`src/hw/atapr_pkg.sv`:
```
package atapr_pkg;
  // register bus geometry
  localparam int ADDR_W = 10;            // byte address width
  localparam int IDX_W  = ADDR_W - 2;    // word index width
  localparam logic [1:0] RESP_OKAY   = 2'h0;
  localparam logic [1:0] RESP_SLVERR = 2'h2;
  // register indices, byte address is four times these
  localparam logic [IDX_W-1:0] IDX_ATTACK   = 8'h69; // right attack time
  localparam logic [IDX_W-1:0] IDX_DECAY    = 8'h6A; // right decay time
  localparam logic [IDX_W-1:0] IDX_PATH     = 8'h6B; // adc path, bus cond
  localparam logic [IDX_W-1:0] IDX_IRQ_STAT = 8'h70; // sticky events
  localparam logic [IDX_W-1:0] IDX_IRQ_MASK = 8'h71; // event enables
  localparam logic [IDX_W-1:0] IDX_EFF_TIME = 8'h72; // applied times
  localparam logic [7:0] REG_RESET = 8'h00;
  // time register fields
  localparam int SRC_BIT = 7;
  localparam int BASE_HI = 6;
  localparam int BASE_LO = 5;
  localparam int MULT_HI = 4;
  localparam int MULT_LO = 2;
  // path register fields
  localparam int HPF_L_BIT  = 7;
  localparam int HPF_R_BIT  = 6;
  localparam int MIC_L_BIT  = 5;          // 1: left analog
  localparam int MIC_R_BIT  = 4;          // 1: right analog
  localparam int PFILT_BIT  = 3;
  localparam int BUSDIS_BIT = 2;
  localparam int BUSERR_BIT = 0;
  localparam logic [7:0] PATH_WMASK = 8'hFC; // d1 and d0 not writable
  // interrupt bits
  localparam int IRQ_W      = 2;
  localparam int IRQ_BUSERR = 0;
  localparam int IRQ_CAP    = 1;
  // times in milliseconds
  localparam int TIME_W  = 16;
  localparam int RATIO_W = 4;             // code 0 = ratio 1, step 0.5
  typedef logic [TIME_W-1:0] atapr_ms_t;
  // 7, 8, 10, 11 ms
  localparam atapr_ms_t ATTACK_BASE_MS [4] = '{
    16'h0007, 16'h0008, 16'h000A, 16'h000B};
  // 50, 150, 250, 350 ms
  localparam atapr_ms_t DECAY_BASE_MS [4] = '{
    16'h0032, 16'h0096, 16'h00FA, 16'h015E};
  // attack needs no cap, 11 ms * 128 stays below this
  localparam atapr_ms_t NO_CAP_MS = 16'hFFFF;
  // decay caps per ratio code: 4, 5.6, 8, 9.6, 11.2 (x2), 16 (x2),
  // 19.2, 22.4 (x2) seconds; unused codes keep the largest cap
  localparam atapr_ms_t DECAY_CAP_MS [16] = '{
    16'h0FA0, 16'h15E0, 16'h1F40, 16'h2580, 16'h2BC0, 16'h2BC0,
    16'h3E80, 16'h3E80, 16'h4B00, 16'h5780, 16'h5780, 16'h5780,
    16'h5780, 16'h5780, 16'h5780, 16'h5780};
  // applied gain control times
  typedef struct packed {
    atapr_ms_t attackMs;
    atapr_ms_t decayMs;
  } atapr_agc_s;
  // record path steering
  typedef struct packed {
    logic hpfProgLeft;
    logic hpfProgRight;
    logic micAnalogLeft;
    logic micAnalogRight;
    logic progFilterOn;
    logic busDetectOn;
  } atapr_path_s;
endpackage : atapr_pkg

```
`src/hw/atapr_time_calc.sv`:
```
`timescale 1ns/10ps
module atapr_time_calc #(
  parameter atapr_pkg::atapr_ms_t BASE_MS [4] = atapr_pkg::ATTACK_BASE_MS
) (
  input  logic                 useOwn,
  input  logic [1:0]           baseCode,
  input  logic [2:0]           multCode,
  input  atapr_pkg::atapr_ms_t legacyMs,
  input  atapr_pkg::atapr_ms_t capMs,
  output atapr_pkg::atapr_ms_t timeMs,
  output logic                 capped
);
  // baseline times a power of two; 350 ms * 128 still fits 16 bits
  wire atapr_pkg::atapr_ms_t scaledMs = BASE_MS[baseCode] << multCode;
  // choose own fields or the older register's time
  wire atapr_pkg::atapr_ms_t rawMs = useOwn ? scaledMs : legacyMs;
  // the limit applies to whichever source is active
  assign capped = rawMs > capMs;
  assign timeMs = capped ? capMs : rawMs;
endmodule : atapr_time_calc

```
`src/hw/atapr_regs.sv`:
```
// Implementation choice: the AXI4-Lite interface to the registers.
`timescale 1ns/10ps
module atapr_regs (
  input  logic                               clk,
  input  logic                               rst,
  // axi4-lite slave
  input  logic [atapr_pkg::ADDR_W-1:0]       s_axi_awaddr,
  input  logic                               s_axi_awvalid,
  output logic                               s_axi_awready,
  input  logic [31:0]                        s_axi_wdata,
  input  logic [3:0]                         s_axi_wstrb,
  input  logic                               s_axi_wvalid,
  output logic                               s_axi_wready,
  output logic [1:0]                         s_axi_bresp,
  output logic                               s_axi_bvalid,
  input  logic                               s_axi_bready,
  input  logic [atapr_pkg::ADDR_W-1:0]       s_axi_araddr,
  input  logic                               s_axi_arvalid,
  output logic                               s_axi_arready,
  output logic [31:0]                        s_axi_rdata,
  output logic [1:0]                         s_axi_rresp,
  output logic                               s_axi_rvalid,
  input  logic                               s_axi_rready,
  // gain control side
  input  atapr_pkg::atapr_ms_t               legacyAttackMs,
  input  atapr_pkg::atapr_ms_t               legacyDecayMs,
  input  logic [atapr_pkg::RATIO_W-1:0]      adcDecimationRatio,
  input  logic                               dacsPoweredDown,
  input  logic                               busErrorSeen,
  output atapr_pkg::atapr_agc_s              agcTimes,
  output atapr_pkg::atapr_path_s             pathCtrl,
  output logic                               busErrRecover,
  output logic                               irq
);
  // stored register contents
  logic [7:0]                  attack_reg;      // right attack time
  logic [7:0]                  decay_reg;       // right decay time
  logic [7:0]                  path_reg;        // d7..d2 stored here
  logic                        busErr_reg;      // d0 status
  logic [atapr_pkg::IRQ_W-1:0] irqStat_reg;     // sticky events
  logic [atapr_pkg::IRQ_W-1:0] irqMask_reg;     // event enables
  logic                        capPrev_reg;     // cap edge detector
  // bus handshake state
  logic                        awready_reg;
  logic                        wready_reg;
  logic                        bvalid_reg;
  logic [1:0]                  bresp_reg;
  logic                        arready_reg;
  logic                        rvalid_reg;
  logic [1:0]                  rresp_reg;
  logic [31:0]                 rdata_reg;
  // output registers
  atapr_pkg::atapr_agc_s       agc_reg;
  atapr_pkg::atapr_path_s      path_ctl_reg;
  logic                        recover_reg;
  logic                        irq_reg;
  // dac power level arrives from another domain
  logic                        dacDownMeta_reg;
  logic                        dacDownSync_reg;

  // word index of each channel
  wire [atapr_pkg::IDX_W-1:0] wrIdx = s_axi_awaddr[atapr_pkg::ADDR_W-1:2];
  wire [atapr_pkg::IDX_W-1:0] rdIdx = s_axi_araddr[atapr_pkg::ADDR_W-1:2];

  // shared address decode for both channels
  function automatic logic isMapped(
    input logic [atapr_pkg::IDX_W-1:0] idx
  );
    isMapped = (idx == atapr_pkg::IDX_ATTACK)   ||
               (idx == atapr_pkg::IDX_DECAY)    ||
               (idx == atapr_pkg::IDX_PATH)     ||
               (idx == atapr_pkg::IDX_IRQ_STAT) ||
               (idx == atapr_pkg::IDX_IRQ_MASK) ||
               (idx == atapr_pkg::IDX_EFF_TIME);
  endfunction : isMapped

  // byte-lane merge for an 8-bit register
  // only lane zero carries data; the upper lanes are ignored,
  // so a write with wstrb[0] low leaves the register untouched
  function automatic logic [7:0] laneMerge(
    input logic [7:0] old,
    input logic [7:0] wmask
  );
    laneMerge = s_axi_wstrb[0] ? ((s_axi_wdata[7:0] & wmask) |
                                  (old & ~wmask)) : old;
  endfunction : laneMerge

  // handshakes; address and data are taken at the same edge
  wire wrTake = awready_reg & s_axi_awvalid;
  wire rdTake = arready_reg & s_axi_arvalid;
  wire wrOk   = wrTake & isMapped(wrIdx);
  wire wrAtk  = wrTake & (wrIdx == atapr_pkg::IDX_ATTACK);
  wire wrDec  = wrTake & (wrIdx == atapr_pkg::IDX_DECAY);
  wire wrPath = wrTake & (wrIdx == atapr_pkg::IDX_PATH);
  wire wrMask = wrTake & (wrIdx == atapr_pkg::IDX_IRQ_MASK);
  // reads with side effects
  wire rdPath = rdTake & (rdIdx == atapr_pkg::IDX_PATH);
  wire rdStat = rdTake & (rdIdx == atapr_pkg::IDX_IRQ_STAT);

  // effective time computation
  atapr_pkg::atapr_ms_t attackMs;
  atapr_pkg::atapr_ms_t decayMs;
  logic                 decayCapped;
  wire atapr_pkg::atapr_ms_t capMs =
    atapr_pkg::DECAY_CAP_MS[adcDecimationRatio];

  // attack: own fields or legacy, never capped
  atapr_time_calc #(
    .BASE_MS (atapr_pkg::ATTACK_BASE_MS)
  ) u_attack (
    .useOwn   (attack_reg[atapr_pkg::SRC_BIT]),
    .baseCode (attack_reg[atapr_pkg::BASE_HI:atapr_pkg::BASE_LO]),
    .multCode (attack_reg[atapr_pkg::MULT_HI:atapr_pkg::MULT_LO]),
    .legacyMs (legacyAttackMs),
    .capMs    (atapr_pkg::NO_CAP_MS),
    .timeMs   (attackMs),
    .capped   ()
  );

  // decay: own fields or legacy, limited by the ratio cap
  atapr_time_calc #(
    .BASE_MS (atapr_pkg::DECAY_BASE_MS)
  ) u_decay (
    .useOwn   (decay_reg[atapr_pkg::SRC_BIT]),
    .baseCode (decay_reg[atapr_pkg::BASE_HI:atapr_pkg::BASE_LO]),
    .multCode (decay_reg[atapr_pkg::MULT_HI:atapr_pkg::MULT_LO]),
    .legacyMs (legacyDecayMs),
    .capMs    (capMs),
    .timeMs   (decayMs),
    .capped   (decayCapped)
  );

  // detection is live only while the disable bit is clear
  wire busDetectOn = ~path_reg[atapr_pkg::BUSDIS_BIT];
  wire busErrEvent = busErrorSeen & busDetectOn;
  wire capEvent    = decayCapped & ~capPrev_reg;

  // new sticky events
  wire [atapr_pkg::IRQ_W-1:0] irqSet =
    {capEvent, busErrEvent};

  // path register read view, d1 always zero
  wire [7:0] pathView = {
    path_reg[atapr_pkg::HPF_L_BIT:atapr_pkg::BUSDIS_BIT],
    1'b0, busErr_reg};

  // read data multiplexer
  logic [31:0] rdMux;
  always_comb begin
    rdMux = 32'h0000_0000;
    unique case (rdIdx)
      atapr_pkg::IDX_ATTACK:   rdMux[7:0] = attack_reg;
      atapr_pkg::IDX_DECAY:    rdMux[7:0] = decay_reg;
      atapr_pkg::IDX_PATH:     rdMux[7:0] = pathView;
      atapr_pkg::IDX_IRQ_STAT:
        rdMux[atapr_pkg::IRQ_W-1:0] = irqStat_reg;
      atapr_pkg::IDX_IRQ_MASK:
        rdMux[atapr_pkg::IRQ_W-1:0] = irqMask_reg;
      atapr_pkg::IDX_EFF_TIME: rdMux = {decayMs, attackMs};
      default:                 rdMux = 32'h0000_0000;
    endcase
  end

  // two-flop synchroniser for the dac power level
  always_ff @(posedge clk) begin
    if (rst) begin
      dacDownMeta_reg <= 1'b0;
      dacDownSync_reg <= 1'b0;
    end else begin
      dacDownMeta_reg <= dacsPoweredDown;
      dacDownSync_reg <= dacDownMeta_reg;
    end
  end

  // write channel: one-cycle ready once both halves are offered
  // waiting for both halves costs a cycle but keeps one take edge
  always_ff @(posedge clk) begin
    if (rst) begin
      awready_reg <= 1'b0;
      wready_reg  <= 1'b0;
    end else begin
      awready_reg <= ~awready_reg & ~bvalid_reg &
                     s_axi_awvalid & s_axi_wvalid;
      wready_reg  <= ~awready_reg & ~bvalid_reg &
                     s_axi_awvalid & s_axi_wvalid;
    end
  end

  // write response; unmapped words answer slverr
  always_ff @(posedge clk) begin
    if (rst) begin
      bvalid_reg <= 1'b0;
      bresp_reg  <= atapr_pkg::RESP_OKAY;
    end else if (wrTake) begin
      bvalid_reg <= 1'b1;
      bresp_reg  <= wrOk ? atapr_pkg::RESP_OKAY
                         : atapr_pkg::RESP_SLVERR;
    end else if (s_axi_bready) begin
      bvalid_reg <= 1'b0;
    end
  end

  // read channel: one-cycle ready, data one edge after taking
  always_ff @(posedge clk) begin
    if (rst) begin
      arready_reg <= 1'b0;
    end else begin
      arready_reg <= ~arready_reg & ~rvalid_reg & s_axi_arvalid;
    end
  end

  // read data capture; side effects happen at the same edge
  always_ff @(posedge clk) begin
    if (rst) begin
      rvalid_reg <= 1'b0;
      rresp_reg  <= atapr_pkg::RESP_OKAY;
      rdata_reg  <= 32'h0000_0000;
    end else if (rdTake) begin
      rvalid_reg <= 1'b1;
      rresp_reg  <= isMapped(rdIdx) ? atapr_pkg::RESP_OKAY
                                    : atapr_pkg::RESP_SLVERR;
      rdata_reg  <= rdMux;
    end else if (s_axi_rready) begin
      rvalid_reg <= 1'b0;
    end
  end

  // time registers; low reserved bits are stored as written,
  // the host is expected to keep them zero
  always_ff @(posedge clk) begin
    if (rst) begin
      attack_reg <= atapr_pkg::REG_RESET;
      decay_reg  <= atapr_pkg::REG_RESET;
    end else begin
      if (wrAtk) begin
        attack_reg <= laneMerge(attack_reg, 8'hFF);
      end
      if (wrDec) begin
        decay_reg <= laneMerge(decay_reg, 8'hFF);
      end
    end
  end

  // path register: only d7..d2 take writes
  always_ff @(posedge clk) begin
    if (rst) begin
      path_reg <= atapr_pkg::REG_RESET;
    end else if (wrPath) begin
      path_reg <= laneMerge(path_reg, atapr_pkg::PATH_WMASK);
    end
  end

  // bus error status: a new error wins over the clearing read
  always_ff @(posedge clk) begin
    if (rst) begin
      busErr_reg <= 1'b0;
    end else if (busErrEvent) begin
      busErr_reg <= 1'b1;
    end else if (rdPath) begin
      busErr_reg <= 1'b0;
    end
  end

  // interrupt status and mask; set wins over read-clear
  always_ff @(posedge clk) begin
    if (rst) begin
      irqStat_reg <= '0;
      irqMask_reg <= '0;
      capPrev_reg <= 1'b0;
    end else begin
      irqStat_reg <= (rdStat ? '0 : irqStat_reg) | irqSet;
      capPrev_reg <= decayCapped;
      if (wrMask && s_axi_wstrb[0]) begin
        irqMask_reg <= s_axi_wdata[atapr_pkg::IRQ_W-1:0];
      end
    end
  end

  // applied times, registered so outputs never glitch
  always_ff @(posedge clk) begin
    if (rst) begin
      agc_reg <= '0;
    end else begin
      agc_reg.attackMs <= attackMs;
      agc_reg.decayMs  <= decayMs;
    end
  end

  // path steering outputs
  always_ff @(posedge clk) begin
    if (rst) begin
      path_ctl_reg <= '0;
    end else begin
      path_ctl_reg.hpfProgLeft    <= path_reg[atapr_pkg::HPF_L_BIT];
      path_ctl_reg.hpfProgRight   <= path_reg[atapr_pkg::HPF_R_BIT];
      path_ctl_reg.micAnalogLeft  <= path_reg[atapr_pkg::MIC_L_BIT];
      path_ctl_reg.micAnalogRight <= path_reg[atapr_pkg::MIC_R_BIT];
      // filter joins the adc only while both dacs are down
      path_ctl_reg.progFilterOn   <= path_reg[atapr_pkg::PFILT_BIT] &
                                     dacDownSync_reg;
      path_ctl_reg.busDetectOn    <= busDetectOn;
    end
  end

  // self-clearing of the bus condition, and the interrupt line
  always_ff @(posedge clk) begin
    if (rst) begin
      recover_reg <= 1'b0;
      irq_reg     <= 1'b0;
    end else begin
      recover_reg <= busErrEvent;
      irq_reg     <= |(irqStat_reg & irqMask_reg);
    end
  end

  // every output straight from a flip-flop
  assign s_axi_awready = awready_reg;
  assign s_axi_wready  = wready_reg;
  assign s_axi_bvalid  = bvalid_reg;
  assign s_axi_bresp   = bresp_reg;
  assign s_axi_arready = arready_reg;
  assign s_axi_rvalid  = rvalid_reg;
  assign s_axi_rresp   = rresp_reg;
  assign s_axi_rdata   = rdata_reg;
  assign agcTimes      = agc_reg;
  assign pathCtrl      = path_ctl_reg;
  assign busErrRecover = recover_reg;
  assign irq           = irq_reg;
endmodule : atapr_regs

```
`config.mk`:
```
export PLATFORM = sky130hd
export DESIGN_NAME = atapr_regs
export DESIGN_NICKNAME = d
export VERILOG_FILES = /design/src/hw/atapr_pkg.sv /design/src/hw/atapr_time_calc.sv /design/src/hw/atapr_regs.sv
export SDC_FILE = /design/constraint.sdc
export NUM_CORES = 1
export LEC_CHECK = 0
export ABC_AREA = 0
export BUFFER_PORTS_ARGS = -buffer_cell sky130_fd_sc_hd__buf_2
export CORE_ASPECT_RATIO = 0.8
export CORE_MARGIN = 3
export CORE_UTILIZATION = 50
export CTS_CLUSTER_DIAMETER = 40
export DETAILED_ROUTE_END_ITERATION = 6
export PLACE_DENSITY = 0.79
export SLEW_MARGIN = 20
export SYNTH_ARGS = -nofsm -noshare
export SYNTH_HDL_FRONTEND = slang
export SYNTH_SLANG_ARGS = --single-unit
```
`constraint.sdc`:
```
create_clock -name clk -period 4.2 [get_ports clk]
set_input_delay 0.21 -clock clk [delete_from_list [all_inputs] [get_ports clk]]
set_output_delay 0.21 -clock clk [all_outputs]
set_load 0.02 [all_outputs]
```
* Word-level counts from Yosys, hierarchy flattened
Memory sizes are Yosys's and may differ from the RTL's. Index checks and enable logic that the tools add are counted.
Word-level totals: flip-flop bits (word level) 112, memory bits (read-only) 256, input port bits 101, output and inout port bits 81, word-level logic and storage cells 117, memories 1
Memories:
- (no name shown) | words 16, bits a word 16, read ports 1, clocked after memory_dff 0, write ports 0, line atapr_regs.sv:105 | atapr_pkg::DECAY_CAP_MS[adcDecimationRatio];
Cells by class: magnitude comparators 5, eq/ne operators 12, shift operators 2, multiplexer cells 24, bitwise operators 29, reduce and logical (&&, ||, !) cells 18
Operator list (count):
- $mux 16 | 10
- $eq 8x7->1 const B | 12
- $bmux 16 s2 | 2
- $shl 16x3->16 | 2
- $mux 24 | 1
- $pmux 6 s4 | 1
- $and 1x1->1 | 17
- $gt 16x16->1 | 1
- $gt 16x16->1 const B | 1
- $pmux 2 s6 | 1
- $logic_or 1x1->1 | 10
- $or 8x2->8 | 1
- $ge 3x3->1 const B | 2
- $mux 1 | 6
- $mux 2 | 3
- $not 1->1 | 6
- $not 2->3 | 2
- $reduce_and 2->1 | 3
- $reduce_bool 2->1 | 3
- $ge 5x5->1 const B | 1
- $not 4->5 | 1
- $and 2x2->2 | 1
- $or 2x2->2 | 1
- $reduce_or 2->1 | 1
- $logic_and 1x1->1 | 1

* Longest topological paths before layout
word-level depth 9, depth in mapped cells 16, mapped depth without buffers 14

* Modules after synthesis
A second synthesis with hierarchy kept.
Unflattened totals: cell total of the unflattened synthesis 704, area, all modules 6291.0 um2
By module, submodules not included:
- atapr_regs | instances 1, cells an instance 413, area an instance 4142.7 um2, sequential area each 2162.1 um2
- atapr_time_calc (u_decay) | instances 1, cells an instance 157, area an instance 1117.3 um2, sequential area each 0.0 um2
- atapr_time_calc (u_attack) | instances 1, cells an instance 134, area an instance 1031.0 um2, sequential area each 0.0 um2

* Worst setup path after synthesis
OpenSTA, ideal clock, no wires.
path kind reg-to-reg, from register decay_reg[6], to register rdata_reg[16] (netlist: s_axi_rdata[16]), setup time 0.070 ns, data arrival time 3.544 ns, required time 4.130 ns, path slack 0.585 ns, cell stages (with the launch flop) 14, buffers on the path 1, clock period less this slack 3.615 ns, cell sequence dfxtp_1 > clkbuf_1 > inv_1 > ha_1 > mux4_2 > nand3_1 > o21ai_0 > ha_1 > nand3_1 > or4_4 > a2111oi_4 > a21oi_2 > or4_1 > a21oi_1
On the way: longest elaborated chain between the ends 9
Ends and longest elaborated chain:
- from (decl) | line atapr_regs.sv:37 | logic [7:0] decay_reg;
- from (signal assigned) | line atapr_regs.sv:233 | decay_reg <= atapr_pkg::REG_RESET;
- from (signal assigned) | line atapr_regs.sv:239 | decay_reg <= laneMerge(decay_reg, 8'hFF);
- $not 2->3 (implied by the code) * | line atapr_time_calc.sv:14 | wire atapr_pkg::atapr_ms_t scaledMs = BASE_MS[baseCode] << multCode;
- $bmux 16 s2 * | line atapr_time_calc.sv:14
- $mux 16 (implied by the code) * (2 in series) | line atapr_time_calc.sv:14
- $shl 16x3->16 * | line atapr_time_calc.sv:14
- $mux 16 * | line atapr_time_calc.sv:16 | wire atapr_pkg::atapr_ms_t rawMs = useOwn ? scaledMs : legacyMs;
- $gt 16x16->1 | line atapr_time_calc.sv:18 | assign capped = rawMs > capMs;
- $mux 16 * | line atapr_time_calc.sv:19 | assign timeMs = capped ? capMs : rawMs;
- $mux 24 * | line atapr_regs.sv:151 | unique case (rdIdx)
- to (signal assigned) | line atapr_regs.sv:222 | rdata_reg <= rdMux;
- to (decl) | line atapr_regs.sv:51 | logic [31:0] rdata_reg;
Mark *: on every way between the ends. The rest lies on a longest branch, timed or not. The select of a mux whose other input is x is not followed. A chain may end at the register's enable or synchronous reset.

* Final worst setup path
from register decay_reg[3], to register rdata_reg[25] (netlist: s_axi_rdata[25])
On the way: longest elaborated chain between the ends 5
Ends and longest elaborated chain (line):
- $shl 16x3->16 * | atapr_time_calc.sv:14
- $mux 16 * | atapr_time_calc.sv:16
- $gt 16x16->1 | atapr_time_calc.sv:18
- $mux 16 * | atapr_time_calc.sv:19
- $mux 24 * | atapr_regs.sv:151
Mark *: on every way between the ends. The rest lies on a longest branch, timed or not.

==> metrics.yaml <==
grt:
  gr-total-overflow: 0
  grt_util_all_layers: 0.249
  wire_length_of_the_first_global_routing_pass_um: 23500
  grt_max_degree: 57
  grt_antenna_before_repair: 0
  vias_in_the_first_global_route: 4614
finish:
  fin_cells: 887
  n_fill_cell: 895
  finish.net_count: 866
  post_route_cells_drive_above_1_share: 0.257
  fin_util: 0.642
  flow.area_growth_from_synthesis_pct: 21.9
  fin_area_mm2: 0.00637
  antenna_cells_inserted: 0
clock_tree:
  path_clk_slew_ns: 0.08
  clock-sinks: 108
  cts.path.max_buffers: 2
  cts_setup_buffers: 0
  clock-root-buffer: "sky130_fd_sc_hd__clkbuf_16"
  cts_tree: "done"
  ctsHtreeMaxLevel: 3
  clk-insertion-delay-late_ns: 0.35
  numCtsBuffers: 9
  cts_hold_buffers: 0
outcome:
  status: "finished clean"
setup_path:
  worstSetupStartpointType: "flip-flop"
  crit_arrival_ns: 4.05
  criticalPathCategory: "reg2reg"
  critPathCaptureType: "flip-flop"
  critical_path_required_ns: 4.47
  cp_max_fo: 13
logic_synthesis:
  synth.mux.area_fraction: 0.0928
  yosys.cell_count.top_type: "sky130_fd_sc_hd__dfxtp_1"
  ys_async_sr_fraction: 0
  post_synth_num_cell_types: 62
  synth.ff_latch_count: 108
  seq_area_frac_synth: 0.413
  synth_top_area_cell: "sky130_fd_sc_hd__dfxtp_1"
  synth_adder_area_share: 0.0474
  synthTopCellsByCount: "sky130_fd_sc_hd__dfxtp_1 (108), sky130_fd_sc_hd__nor2_1 (81), sky130_fd_sc_hd__nand2_1 (48), sky130_fd_sc_hd__mux2i_1 (35), sky130_fd_sc_hd__a21oi_1 (34)"
  synth-compound-area-share: 0.161
  synthesis.area_per_instance_um2: 8.50
  syn_inst: 615
  synth.top_cells.by_area: "sky130_fd_sc_hd__dfxtp_1 (41%), sky130_fd_sc_hd__mux2i_1 (6.7%), sky130_fd_sc_hd__nor2_1 (5.8%)"
  post_synth_and_or_nand_nor_area_fraction: 0.227
  synth_xor_area_frac: 0
  yosysWarningCount: 0
  synth_top_family_by_area: "simple AND/OR/NAND/NOR gates"
  syn-cell-area_mm2: 0.00523
  netlist.area_leader.share: 0.413
  synth-edff-count: 0
  synth_top_flop_cell: "sky130_fd_sc_hd__dfxtp_1"
placed_design:
  routabilityCongestion: 0.889
  post_dp_cell_area_mm2: 0.00605
  hpwl_after_detailed_placement_um: 11100
  place.port_buffers: 148
  dp.cells: 871
floorplanning:
  floorplan.die.width_um: 120
  fp.coreArea_mm2: 0.00993
  die_footprint_mm2: 0.0117
  initial_utilization: 0.527
  die_height_um: 97.5
  rows: 32
  io_pins: 182
power:
  p_per_area_mw_per_mm2: 339
  power_leakage_nw: 2.96
  vdd.ir_drop.worst_mv: 0.329
detailed_routing:
  drt_pre_antenna_iters: 5
  via_per_instance_ratio: 5.56
  post_route_antenna_net_violation_count: 0
  violation_count_after_the_first_detailed_routing_iteration: 387
  route.final.wire_length_um: 14800
  remaining_drc_errors: 0
  dr_total_vias: 4928
  wl_per_cell_um: 16.6
sta:
  finalCritPeriodShare: 0.900
  timing.final.setup_violations: 0
  clock_skew_ns: 0.0109
  finalCriticalPeriod_ns: 3.78
  timing.hold.ws_ns: 0.0750
  grt_setup_unrepaired: "no"
  final_report_max_slew_violation_count: 0
  report.final.hold_viol_count: 0
  slew-limit-headroom: 0.348
  max_freq_ghz: 0.265
  final.setup.tns_ns: 0
  tightest_slew_ns: 0.974
flow_run:
  maxCapViolations: 0
min_path:
  worstHoldPathType: "in2reg"
-- critical path, stage by stage (launching register included) --
cell and delay (ns):
sky130_fd_sc_hd__dfxtp_1 0.40, sky130_fd_sc_hd__buf_4 0.23, sky130_fd_sc_hd__or3b_2 0.50, sky130_fd_sc_hd__o21ai_0 0.12, sky130_fd_sc_hd__or2_2 0.14, sky130_fd_sc_hd__a31oi_1 0.14, sky130_fd_sc_hd__ha_1 0.32, sky130_fd_sc_hd__nand4_1 0.12
sky130_fd_sc_hd__or4_4 0.57, sky130_fd_sc_hd__a2111oi_4 0.32, sky130_fd_sc_hd__a21oi_2 0.12, sky130_fd_sc_hd__buf_4 0.25, sky130_fd_sc_hd__mux2_2 0.30, sky130_fd_sc_hd__o21ai_0 0.18
-- per-stage QoR --
| step | total power (W) | setup slack (ns) |
|---|---|---|
| floorplan | 0.00122 | 0.585 |
| global placement | 0.00130 | 0.508 |
| finish | 0.00216 | 0.419 |
| global route | 0.00225 | 0.116 |
| detailed placement | 0.00131 | 0.443 |
| CTS | 0.00217 | 0.417 |
-- power by group --
part | internal, W | switching [W] | total, W
sequential | 0.00105 | 0.00000910 | 0.00106
combinational | 0.0000848 | 0.000141 | 0.000226
clock | 0.000476 | 0.000400 | 0.000876
-- layout make-up --
cell class              count  area (um2)  share of cell area
multi-input cells         435        2780               0.436
flip-flops and latches    108        2160               0.339
repair buffers            159         823               0.129
clock buffers              10         229              0.0359
well taps                 136         170              0.0267
inverters                  33         124              0.0194
clock inverters             6        82.6              0.0130
-- cell families (layout without fill, tap and decap cells) --
family	after synthesis	after routing
compound gates	129	129
fa+ha+maj	20	20
buf+inv	74	208
flops	108	108
mux	45	45
other cells	1	3
simple gates	238	238
-- path summary, 6_finish.rpt --
path | start | to | slack (ns) | cells after the start
setup / recovery | decay_reg[3] | s_axi_rdata[25] | 0.42 | 13
hold / removal | dacsPoweredDown | dacDownMeta_reg | 0.08 | 2
setup reg to reg | decay_reg[3] | s_axi_rdata[25] | 0.42 | 13
hold reg to reg | s_axi_rdata[22] | s_axi_rdata[22] | 0.45 | 2
-- per-layer routing --
metal  track usage  vias up  wire, um
li1              -     2408         -
met1         0.349     2296      6700
met2         0.380      205      6580
met3        0.0634       19      1290
met4        0.0714        0       191
met5             0        -         0
-- repair_timing --
item	CTS	global route
setup endpoints to repair	0	1
hold endpoints to repair	0	0
resized for setup	0	1
-- placed cells by master, fill, tap and decap left out, types with 3 or more instances in the layout --
| cell type | n |
|---|---|
| sky130_fd_sc_hd__a2bb2oi_1 | 3 |
| sky130_fd_sc_hd__ha_1 | 19 |
| sky130_fd_sc_hd__o22ai_1 | 5 |
| sky130_fd_sc_hd__a31oi_1 | 7 |
| sky130_fd_sc_hd__conb_1 | 3 |
| sky130_fd_sc_hd__buf_4 | 11 |
| sky130_fd_sc_hd__a21oi_1 | 34 |
| sky130_fd_sc_hd__nand3_1 | 12 |
| sky130_fd_sc_hd__o21ai_0 | 28 |
| sky130_fd_sc_hd__a22oi_1 | 12 |
| sky130_fd_sc_hd__nor4_1 | 8 |
| sky130_fd_sc_hd__inv_1 | 32 |
| sky130_fd_sc_hd__a211oi_1 | 7 |
| sky130_fd_sc_hd__and3_1 | 6 |
| sky130_fd_sc_hd__a22o_1 | 3 |
| sky130_fd_sc_hd__dfxtp_1 | 108 |
| sky130_fd_sc_hd__clkbuf_16 | 9 |
| sky130_fd_sc_hd__and3b_1 | 3 |
| sky130_fd_sc_hd__o21a_1 | 5 |
| sky130_fd_sc_hd__or4_1 | 5 |
| sky130_fd_sc_hd__nand2b_1 | 16 |
| sky130_fd_sc_hd__and2_1 | 4 |
| sky130_fd_sc_hd__o31ai_1 | 4 |
| sky130_fd_sc_hd__nand4_1 | 3 |
| sky130_fd_sc_hd__or3_1 | 3 |
| sky130_fd_sc_hd__nand2_1 | 48 |
| sky130_fd_sc_hd__nor4b_1 | 3 |
| sky130_fd_sc_hd__nor3b_1 | 3 |
| sky130_fd_sc_hd__nor2_1 | 81 |
| sky130_fd_sc_hd__buf_2 | 148 |
| sky130_fd_sc_hd__nand3b_1 | 5 |
| sky130_fd_sc_hd__nor3_1 | 13 |
| sky130_fd_sc_hd__mux2i_1 | 35 |
| sky130_fd_sc_hd__mux2_2 | 8 |
| sky130_fd_sc_hd__nor2b_1 | 16 |
No activity file was read; power rests on OpenSTA's default activity.
